--- src/ptfc_defines.svh ---
// Purpose: Offsets, field positions, reset values and timing counts of the timer block
// Assumes: 10 MHz system clock, 12-bit byte address on the register bus
// Notes: Definitions only
`ifndef PTFC_DEFINES_SVH
`define PTFC_DEFINES_SVH

// Register byte offsets
`define PTFC_OFS_TIMER_CONFIG 12'h08c
`define PTFC_OFS_TIMER_COUNT 12'h090
`define PTFC_OFS_FREE_RUN 12'h09c
`define PTFC_OFS_INT_STATUS 12'h050
`define PTFC_OFS_INT_ENABLE 12'h054

// Field positions
`define PTFC_CFG_RUN_BIT 29
`define PTFC_CFG_PRELOAD_MSB 15
`define PTFC_INT_WRAP_BIT 0

// Reset and wrap values
`define PTFC_PRELOAD_RST 16'hffff
`define PTFC_COUNT_RST 16'hffff
`define PTFC_COUNT_WRAP 16'hffff
`define PTFC_COUNT_ZERO 16'h0000
`define PTFC_FRC_RST 32'h0000_0000

// Timing: system clock and timer resolution
`define PTFC_CLK_PERIOD_NS 100
`define PTFC_TICK_PERIOD_US 100
`define PTFC_TICK_CYCLES ((`PTFC_TICK_PERIOD_US * 1000 + `PTFC_CLK_PERIOD_NS - 1) / `PTFC_CLK_PERIOD_NS)

// Timing: free-running counter rate against the system clock
`define PTFC_CLK_RATE_KHZ 10000
`define PTFC_FRC_RATE_KHZ 25000
`define PTFC_FRC_STEP (`PTFC_FRC_RATE_KHZ / `PTFC_CLK_RATE_KHZ)
`define PTFC_FRC_FRAC (`PTFC_FRC_RATE_KHZ % `PTFC_CLK_RATE_KHZ)

// Timing: free-running counter settle bound after reset
`define PTFC_FRC_SETTLE_NS 160
`define PTFC_FRC_SETTLE_CYCLES (`PTFC_FRC_SETTLE_NS / `PTFC_CLK_PERIOD_NS)

`endif

--- src/ptfc_pkg.sv ---
// Purpose: Types shared by the timer block and its bench
// Assumes: Classic Wishbone, 32-bit data, 12-bit byte address
// Notes: Constants live in ptfc_defines.svh
package ptfc_pkg;

  typedef struct packed {
    logic cyc;
    logic stb;
    logic we;
    logic [11:0] adr;
    logic [3:0] sel;
    logic [31:0] dat;
  } ptfc_wb_req_type;

  typedef struct packed {
    logic ack;
    logic [31:0] dat;
  } ptfc_wb_rsp_type;

  typedef enum logic [1:0] {
    PTFC_BUS_IDLE = 2'b01,
    PTFC_BUS_ACK = 2'b10
  } ptfc_bus_state_type;

endpackage

--- src/ptfc_prescaler.sv ---
// Purpose: Divides the system clock down to the 100 us timer tick
// Assumes: 10 MHz clock, synchronous active-high reset
// Notes: Held at zero while halted and restarted on request
`include "ptfc_defines.svh"

module ptfc_prescaler (
  // Clock and reset
  input wire logic clk_i,
  input wire logic rst_i,
  // Control
  input wire logic run_i,
  input wire logic restart_i,
  // Tick
  output logic tick_o
);

  localparam logic [9:0] LAST = 10'(`PTFC_TICK_CYCLES - 1);

  logic [9:0] count_ff;
  logic tick_ff;

  always_ff @(posedge clk_i) begin
    if (rst_i || !run_i || restart_i) begin
      count_ff <= 10'h000;
    end else if (count_ff == LAST) begin
      count_ff <= 10'h000;
    end else begin
      count_ff <= count_ff + 10'h001;
    end
  end

  always_ff @(posedge clk_i) begin
    if (rst_i || !run_i || restart_i) begin
      tick_ff <= 1'b0;
    end else begin
      tick_ff <= (count_ff == LAST);
    end
  end

  assign tick_o = tick_ff;

endmodule

--- src/ptfc_top.sv ---
// Purpose: Periodic 16-bit down timer and 32-bit free-running counter behind classic Wishbone
// Assumes: 10 MHz clk_i, synchronous active-high rst_i, single-cycle classic bus master
// Notes: Ack comes one cycle after the request; unmapped reads return zero, writes ignored
`include "ptfc_defines.svh"

module ptfc_top (
  // Clock and reset
  input wire logic clk_i,
  input wire logic rst_i,
  // Register bus
  input wire ptfc_pkg::ptfc_wb_req_type wb_req_i,
  output ptfc_pkg::ptfc_wb_rsp_type wb_rsp_o,
  // Host interrupt and status
  output logic irq_o,
  output logic timer_running_o
);

  import ptfc_pkg::*;

  localparam logic [31:0] FRC_STEP = 32'(`PTFC_FRC_STEP);
  localparam logic [13:0] FRC_FRAC = 14'(`PTFC_FRC_FRAC);
  localparam logic [13:0] FRC_MOD = 14'(`PTFC_CLK_RATE_KHZ);

  // Bus handshake state
  ptfc_bus_state_type bus_state_ff;
  ptfc_bus_state_type nxt_bus_state;
  logic ack_ff;
  logic [31:0] rdata_ff;
  logic [31:0] nxt_rdata;

  // Decoded access
  logic req_new;
  logic wr_commit;
  logic sel_config;
  logic sel_count;
  logic sel_free_run;
  logic sel_int_status;
  logic sel_int_enable;
  logic [31:0] lane_mask;

  // Timer state
  logic run_ff;
  logic nxt_run;
  logic [15:0] preload_ff;
  logic [15:0] nxt_preload;
  logic [15:0] count_ff;
  logic [15:0] nxt_count;
  logic run_rise;
  logic run_fall;
  logic preload_written;
  logic tick;
  logic wrap_event;

  // Interrupt state
  logic wrap_flag_ff;
  logic nxt_wrap_flag;
  logic wrap_irq_en_ff;
  logic nxt_wrap_irq_en;
  logic irq_ff;

  // Free-running counter state
  logic [31:0] frc_ff;
  logic [13:0] frc_acc_ff;
  logic [14:0] frc_acc_sum;
  logic frc_carry;

  // Write data merged with current values through byte lanes
  logic [31:0] cfg_now;
  logic [31:0] cfg_merged;
  logic [31:0] ien_merged;

  // Byte enables expanded to a bit mask
  genvar lane;
  generate
    for (lane = 0; lane < 4; lane = lane + 1) begin : g_lane
      assign lane_mask[lane*8 +: 8] = {8{wb_req_i.sel[lane]}};
    end
  endgenerate

  // Request handshake: ack one cycle after the request, dropped the cycle after
  assign req_new = wb_req_i.cyc && wb_req_i.stb && (bus_state_ff == PTFC_BUS_IDLE);
  assign wr_commit = wb_req_i.cyc && wb_req_i.stb && wb_req_i.we && ack_ff;

  always_comb begin
    nxt_bus_state = bus_state_ff;
    case (bus_state_ff)
      PTFC_BUS_IDLE: begin
        if (wb_req_i.cyc && wb_req_i.stb) begin
          nxt_bus_state = PTFC_BUS_ACK;
        end
      end
      PTFC_BUS_ACK: begin
        nxt_bus_state = PTFC_BUS_IDLE;
      end
      default: begin
        nxt_bus_state = PTFC_BUS_IDLE;
      end
    endcase
  end

  always_ff @(posedge clk_i) begin
    if (rst_i) begin
      bus_state_ff <= PTFC_BUS_IDLE;
    end else begin
      bus_state_ff <= nxt_bus_state;
    end
  end

  always_ff @(posedge clk_i) begin
    if (rst_i) begin
      ack_ff <= 1'b0;
    end else begin
      ack_ff <= req_new;
    end
  end

  // Address decode
  always_comb begin
    sel_config = 1'b0;
    sel_count = 1'b0;
    sel_free_run = 1'b0;
    sel_int_status = 1'b0;
    sel_int_enable = 1'b0;
    if (wb_req_i.adr == `PTFC_OFS_TIMER_CONFIG) begin
      sel_config = 1'b1;
    end else if (wb_req_i.adr == `PTFC_OFS_TIMER_COUNT) begin
      sel_count = 1'b1;
    end else if (wb_req_i.adr == `PTFC_OFS_FREE_RUN) begin
      sel_free_run = 1'b1;
    end else if (wb_req_i.adr == `PTFC_OFS_INT_STATUS) begin
      sel_int_status = 1'b1;
    end else if (wb_req_i.adr == `PTFC_OFS_INT_ENABLE) begin
      sel_int_enable = 1'b1;
    end
  end

  // Configuration register view and byte-lane merge
  always_comb begin
    cfg_now = 32'h0000_0000;
    cfg_now[`PTFC_CFG_RUN_BIT] = run_ff;
    cfg_now[`PTFC_CFG_PRELOAD_MSB:0] = preload_ff;
    cfg_merged = (wb_req_i.dat & lane_mask) | (cfg_now & ~lane_mask);
    ien_merged = (wb_req_i.dat & lane_mask) | ({31'h0, wrap_irq_en_ff} & ~lane_mask);
  end

  // Run-enable and preload next values
  always_comb begin
    nxt_run = run_ff;
    nxt_preload = preload_ff;
    preload_written = 1'b0;
    if (wr_commit && sel_config) begin
      nxt_run = cfg_merged[`PTFC_CFG_RUN_BIT];
      nxt_preload = cfg_merged[`PTFC_CFG_PRELOAD_MSB:0];
      preload_written = wb_req_i.sel[0] || wb_req_i.sel[1];
    end
    if (run_ff && !nxt_run) begin
      nxt_preload = `PTFC_PRELOAD_RST;
    end
  end

  assign run_rise = !run_ff && nxt_run;
  assign run_fall = run_ff && !nxt_run;

  always_ff @(posedge clk_i) begin
    if (rst_i) begin
      run_ff <= 1'b0;
    end else begin
      run_ff <= nxt_run;
    end
  end

  always_ff @(posedge clk_i) begin
    if (rst_i) begin
      preload_ff <= `PTFC_PRELOAD_RST;
    end else begin
      preload_ff <= nxt_preload;
    end
  end

  // Tick generator restarts on enable so the first period is whole
  ptfc_prescaler u_prescaler (
    .clk_i(clk_i),
    .rst_i(rst_i),
    .run_i(run_ff),
    .restart_i(run_rise),
    .tick_o(tick)
  );

  // Timer count next value; a load from software wins over a decrement
  always_comb begin
    nxt_count = count_ff;
    wrap_event = 1'b0;
    if (run_ff && tick) begin
      if (count_ff == `PTFC_COUNT_ZERO) begin
        nxt_count = `PTFC_COUNT_WRAP;
        wrap_event = 1'b1;
      end else begin
        nxt_count = count_ff - 16'h0001;
      end
    end
    if (preload_written && !run_fall) begin
      nxt_count = nxt_preload;
    end
    if (run_rise) begin
      nxt_count = nxt_preload;
    end
  end

  always_ff @(posedge clk_i) begin
    if (rst_i) begin
      count_ff <= `PTFC_COUNT_RST;
    end else begin
      count_ff <= nxt_count;
    end
  end

  // Wrap flag: a wrap in the same cycle as a clear keeps the flag set
  always_comb begin
    nxt_wrap_flag = wrap_flag_ff;
    if (wr_commit && sel_int_status && wb_req_i.sel[0] && wb_req_i.dat[`PTFC_INT_WRAP_BIT]) begin
      nxt_wrap_flag = 1'b0;
    end
    if (wrap_event) begin
      nxt_wrap_flag = 1'b1;
    end
  end

  always_ff @(posedge clk_i) begin
    if (rst_i) begin
      wrap_flag_ff <= 1'b0;
    end else begin
      wrap_flag_ff <= nxt_wrap_flag;
    end
  end

  // Wrap interrupt enable
  always_comb begin
    nxt_wrap_irq_en = wrap_irq_en_ff;
    if (wr_commit && sel_int_enable) begin
      nxt_wrap_irq_en = ien_merged[`PTFC_INT_WRAP_BIT];
    end
  end

  always_ff @(posedge clk_i) begin
    if (rst_i) begin
      wrap_irq_en_ff <= 1'b0;
    end else begin
      wrap_irq_en_ff <= nxt_wrap_irq_en;
    end
  end

  // Host interrupt line follows the gated sticky flag only
  always_ff @(posedge clk_i) begin
    if (rst_i) begin
      irq_ff <= 1'b0;
    end else begin
      irq_ff <= nxt_wrap_flag && nxt_wrap_irq_en;
    end
  end

  // Free-running counter: 2.5 counts per system clock, spread by a remainder accumulator
  assign frc_acc_sum = {1'b0, frc_acc_ff} + {1'b0, FRC_FRAC};
  assign frc_carry = (frc_acc_sum >= {1'b0, FRC_MOD});

  always_ff @(posedge clk_i) begin
    if (rst_i) begin
      frc_acc_ff <= 14'h0000;
    end else if (frc_carry) begin
      frc_acc_ff <= 14'(frc_acc_sum - {1'b0, FRC_MOD});
    end else begin
      frc_acc_ff <= frc_acc_sum[13:0];
    end
  end

  always_ff @(posedge clk_i) begin
    if (rst_i) begin
      frc_ff <= `PTFC_FRC_RST;
    end else begin
      frc_ff <= frc_ff + FRC_STEP + {31'h0, frc_carry};
    end
  end

  // Read data captured when the request is first seen
  always_comb begin
    nxt_rdata = 32'h0000_0000;
    if (sel_config) begin
      nxt_rdata = cfg_now;
    end else if (sel_count) begin
      nxt_rdata = {16'h0000, count_ff};
    end else if (sel_free_run) begin
      nxt_rdata = frc_ff;
    end else if (sel_int_status) begin
      nxt_rdata = {31'h0, wrap_flag_ff};
    end else if (sel_int_enable) begin
      nxt_rdata = {31'h0, wrap_irq_en_ff};
    end
  end

  always_ff @(posedge clk_i) begin
    if (rst_i) begin
      rdata_ff <= 32'h0000_0000;
    end else if (req_new) begin
      rdata_ff <= nxt_rdata;
    end
  end

  // Outputs
  assign wb_rsp_o.ack = ack_ff;
  assign wb_rsp_o.dat = rdata_ff;
  assign irq_o = irq_ff;
  assign timer_running_o = run_ff;

endmodule

--- config.mk ---
export PLATFORM = sky130hd
export DESIGN_NAME = ptfc_top
export DESIGN_NICKNAME = d
export VERILOG_FILES = /design/src/ptfc_pkg.sv /design/src/ptfc_prescaler.sv /design/src/ptfc_top.sv
export VERILOG_INCLUDE_DIRS = /design/src /design/src/src
export SDC_FILE = /design/constraint.sdc
export NUM_CORES = 1
export LEC_CHECK = 0
export BUFFER_PORTS_ARGS = -buffer_cell sky130_fd_sc_hd__buf_2
export CAP_MARGIN = 20
export CORE_ASPECT_RATIO = 1.25
export CORE_UTILIZATION = 55
export DETAILED_ROUTE_END_ITERATION = 12
export GPL_TIMING_DRIVEN = 1
export PLACE_DENSITY = 0.77
export SYNTH_ARGS = -nofsm -noshare
export SYNTH_HDL_FRONTEND = slang
export SYNTH_HIERARCHICAL = 1
export SYNTH_SLANG_ARGS = --single-unit
--- constraint.sdc ---
create_clock -name clk_i -period 4.7 [get_ports clk_i]
set_input_delay 0.235 -clock clk_i [delete_from_list [all_inputs] [get_ports clk_i]]
set_output_delay 0.235 -clock clk_i [all_outputs]
set_load 0.05 [all_outputs]
# Yosys cells after proc, flatten, opt, wreduce, memory -nomap -nowiden
# Cells that the tools add are included.
# totals
output_inout_bits	35
register_bits	128
wordCells	92
input_bits	53
# op_classes
n_lt_le_gt_ge	1
bitwise	7
n_addsub	6
n_mux	34
n_reduce_logical	24
eq_ne	7
# ops
operator	n
2-to-1 mux 16 bit	6
2-to-1 mux 32 bit	3
bitwise AND 30 bit	2
== test 12 x 8 -> 1 bit, second input constant	3
adder 32 x 1 -> 32 bit	1
adder 32 x 2 -> 32 bit, second input constant	1
NOT 30 bit	1
OR 30 bit	1
== test 12 x 7 -> 1 bit, second input constant	2
2-to-1 mux 1 bit	24
zero test 16 bit	1
subtractor 16 x 1 -> 16 bit, second input constant	1
adder 14 x 13 -> 15 bit, second input constant	1
>= comparator 15 x 14 -> 1 bit, second input constant	1
logical AND 1 bit	14
2-to-1 mux 14 bit	1
subtractor 14 bit, second input constant	1
adder 10 x 1 -> 10 bit, second input constant	1
== test 10 bit, second input constant	1
OR reduction 2 bit	2
zero test 1 bit	3
logical OR 1 bit	3
nonzero test 3 bit	1
== test 2 x 1 -> 1 bit, second input constant	1
3 further kinds	3

# Logic depth before layout (Yosys ltp)
# depth
word_depth	11
depth_mapped	17

# Cells and area by module
# The synthesis kept the hierarchy.
# modules_own_cells
mod	cells_each	area_per_inst_um2	n_inst
ptfc_top	667	5634.2	1
ptfc_prescaler	52	484.2	1

# Least setup slack after synthesis
# No wires, ideal clock.
# synth_timing
kind	flip-flop to flip-flop
from	register frc_acc_ff[3]
to	register frc_ff[28]
path_slack_ns	1.237
arrival_time_ns	3.336
setup_time_ns	0.128
path_buffers	2
path_stages_with_launch	18
synth_period_minus_slack_ns	3.463
t_required_ns	4.572
path_cell_list	dfxtp_1 > ha_1 > clkbuf_1 > and4b_1 > mux2_2 > a32o_1 > o21ai_0 > o2bb2ai_2 > inv_2 > buf_2 > ha_1 > inv_1 > ha_1 > nand2b_1 > nor3_1 > nand4_1 > xor2_1 > nor2_1
# synth_between
elab_chain_len	3
# synth_lines
item	line_no	text
start: declaration	ptfc_top.sv:63	logic [13:0] frc_acc_ff;
start signal: assignment	ptfc_top.sv:269	frc_acc_ff <= 14'(frc_acc_sum - {1'b0, FRC_MOD});
start signal: assignment	ptfc_top.sv:271	frc_acc_ff <= frc_acc_sum[13:0];
adder 14 x 13 -> 15 bit	ptfc_top.sv:262	assign frc_acc_sum = {1'b0, frc_acc_ff} + {1'b0, FRC_FRAC};
>= comparator 15 x 14 -> 1 bit	ptfc_top.sv:263	assign frc_carry = (frc_acc_sum >= {1'b0, FRC_MOD});
adder 32 x 1 -> 32 bit	ptfc_top.sv:279	frc_ff <= frc_ff + FRC_STEP + {31'h0, frc_carry};
end signal: assignment	ptfc_top.sv:277	frc_ff <= `PTFC_FRC_RST;
end signal: assignment	ptfc_top.sv:279	
end: declaration	ptfc_top.sv:62	logic [31:0] frc_ff;
# Every way passes these cells.
# A chain may end at the register's enable or synchronous reset.

# Worst setup path in the final report
# layout_timing
from	register frc_acc_ff[3]
to	register frc_ff[29]
# Same word-level chain as after synthesis.

==> flow_summary.yaml <==
synth:
  postSynthCellCount: 719
  yosysWarnings: 6
  yosys.area_share.adder: 0.0184
  synth_edf_count: 0
  synth_top_family_by_area: "simple AND/OR/NAND/NOR gates"
  async_reset_ff_frac: 0
  ys_seq_area_frac: 0.409
  synth_top_area_frac: 0.409
  synth_compound_area_frac: 0.193
  synth.area.top_cells: "dfxtp_1 (41%), nor2_1 (4.9%), nand2_1 (4.7%)"
  synth_seq_cells: 125
  synthXorXnorAreaFrac: 0.0515
  syn_area_sq_um: 6120
  yosysUniqueCellTypes: 76
  yosys.area.top_type: "dfxtp_1"
  avgSynthCellArea_sq_um: 8.51
  ys.flop_type: "dfxtp_1"
  synth.area.mux_share: 0.0346
  synth_simple_gate_area_frac: 0.251
  synthesis.nets: 781
cts:
  clock_latency_ns: 0.42
  cts-root-buf: "clkbuf_16"
  ctsResizeCount: 0
  numClockSinks: 125
  cts_hold_buf: 0
  clockBufferDepth: 2
  h-tree-depth: 4
  clk_pin_slew_ns: 0.06
  cts_tree: "built"
  cts_buffers: 17
  cts_setup_buffers: 0
timing:
  finalSetupViolCount: 0
  fmax_mhz: 259
  setup_tns_ns: 0
  slew_viol_final: 0
  fin_skew_ns: 0.00610
  rsz0062_at_grt: "no"
  min_period_over_period: 0.822
  relSlewSlack: 0.288
  finalHoldViolations: 0
  worst_slew_pin_slew_ns: 1.07
  fin_crit_ns: 3.87
cells_and_area:
  final_cell_mix: "dfxtp_1 (125), nor2_1 (80), nand2_1 (76)"
  syn_to_final_growth_pct: 17.5
  drive_above_1_share: 0.178
  nets: 842
  antenna_cells: 0
  post-route-util: 0.671
  final_common_cell: "dfxtp_1"
worst_setup_path:
  crit_chain: "ha_1 -> and4b_1 -> mux2_2 -> a32o_1 -> o21ai_0 -> o2bb2ai_2 -> inv_2 -> ha_1 -> o21ai_0 -> buf_4 -> nor3_1 -> nand3_1 -> or3_1 -> a21oi_1"
  worstSetupEndpointType: "register"
  path_max_fanout: 15
  cp_data_arrival_time_ns: 4.20
  cp_slowest_cell: "nor3_1"
  cp-start-kind: "register"
  critPathMaxStageDelay_ns: 0.53
  critPathTopFamily: "simple AND/OR/NAND/NOR gates"
  crit_buf_inv: 2
  critPathRequiredTime_ns: 5.04
  critical_path_class: "reg -> reg"
detailed_routing:
  wirelength_um: 15100
  vias: 5606
  route.detailed.drc: 0
  wl_per_cell_um: 16.3
  dr.pass1.iters: 6
  drtIter0Drc: 469
  ant_nets: 0
  via_per_inst: 6.06
hold_path:
  hold_path.class: "in -> reg"
grt:
  antenna_found_initial: 0
  grt_pass1_vias: 5241
  grt_max_degree: 101
  track_usage: 0.273
  grt_pass1_wl_um: 24400
  overflow: 0
floorplanning:
  start_util: 0.571
  die_w_um: 96.3
  dieArea_sq_um: 11600
  rows: 42
  core_sq_um: 10700
  io_pins: 88
  die_y_um: 120
placement:
  io_buffers: 71
  dpl.hpwl_um: 10400
  routabilityCongestion: 0.890
power_and_ir_drop:
  vdd_drop_max_mv: 0.333
  p_leak_nw: 2.63
  p_per_area_nw_per_um2: 443
run:
  drv_cap: 0
outcome:
  status: "finished clean"
-- routing by layer --
metal | track usage | wire (um) | share of wire
met5 | 0 | 0 | 0
met1 | 0.326 | 6100 | 0.41
met2 | 0.464 | 7600 | 0.50
met3 | 0.0646 | 1010 | 0.067
met4 | 0.108 | 349 | 0.023
-- state kept, by name (all words and copies together) (netlist names), 2 cells and up --
register and count:
frc_ff 32, rdata_ff 32, count_ff 16, preload_ff 16, frc_acc_ff 11, u_prescaler/count_ff 10, bus_state_ff 2
-- cell usage after synthesis, types with 15 or more instances --
library cell  number
nand2_1           76
o21ai_0           31
a21oi_1           56
xor2_1            23
dfxtp_1          125
nand3_1           36
mux2i_1           20
clkbuf_1          25
nor2_1            80
a211oi_1          18
nor3_1            15
a222oi_1          15
-- per-stage QoR --
stage / power [mW] / cells / setup WS [ns] / hold WS (ns) / instance area [sq um]
6_report: 3.19 / 925 / 0.835 / 0.0657 / 7190
5_1_grt: 3.32 / 925 / 0.449 / 0.0691 / 7190
4_1_cts: 3.19 / 923 / 0.832 / 0.0599 / 7160
3_5_place_dp: 1.73 / 891 / 0.915 / 0.442 / 6500
3_3_place_gp: 1.70 / 890 / 1.03 / 0.436 / 6480
2_1_floorplan: 1.63 / 719 / 1.24 / 0.379 / 6120
-- kinds of logic (layout without fill, tap and decap cells) --
family / count (synthesis) / in the layout
and+or+nand+nor: 301 / 301
AOI/OAI and AO/OA: 175 / 175
DFF: 125 / 125
buffers and inverters: 52 / 126
xor gates and xnor gates: 36 / 36
muxes: 21 / 21
adders and majority gates: 9 / 9
-- report_power, final --
group / switching (mW) / internal, mW
Sequential: 0.0840 / 1.12
Combinational: 0.302 / 0.219
Clock: 0.470 / 0.997
-- tightest hold or removal path, stage by stage --
cell and delay (ns):
buf_2 0.08, mux2i_1 0.07, nand2_1 0.06
-- final timing paths --
kind / startpoint / end / slack, ns / depth (start not counted)
worst min-delay path: wb_req_i[3] / preload_ff[3] / 0.07 / 3
worst min register to register: rdata_ff[26] / rdata_ff[26] / 0.45 / 2
worst max register to register: frc_acc_ff[3] / frc_ff[29] / 0.83 / 14
worst max-delay path: frc_acc_ff[3] / frc_ff[29] / 0.83 / 14
-- layout make-up --
type	instances	area, sq um
sequential	125	2500
inverter	14	52.6
tap	132	165
fill	889	3530
multi-input combinational	542	3360
clock inverter	10	183
clock buffer	22	484
timing repair buffer	80	438
Note: power is estimated with default switching activity, not from simulation.
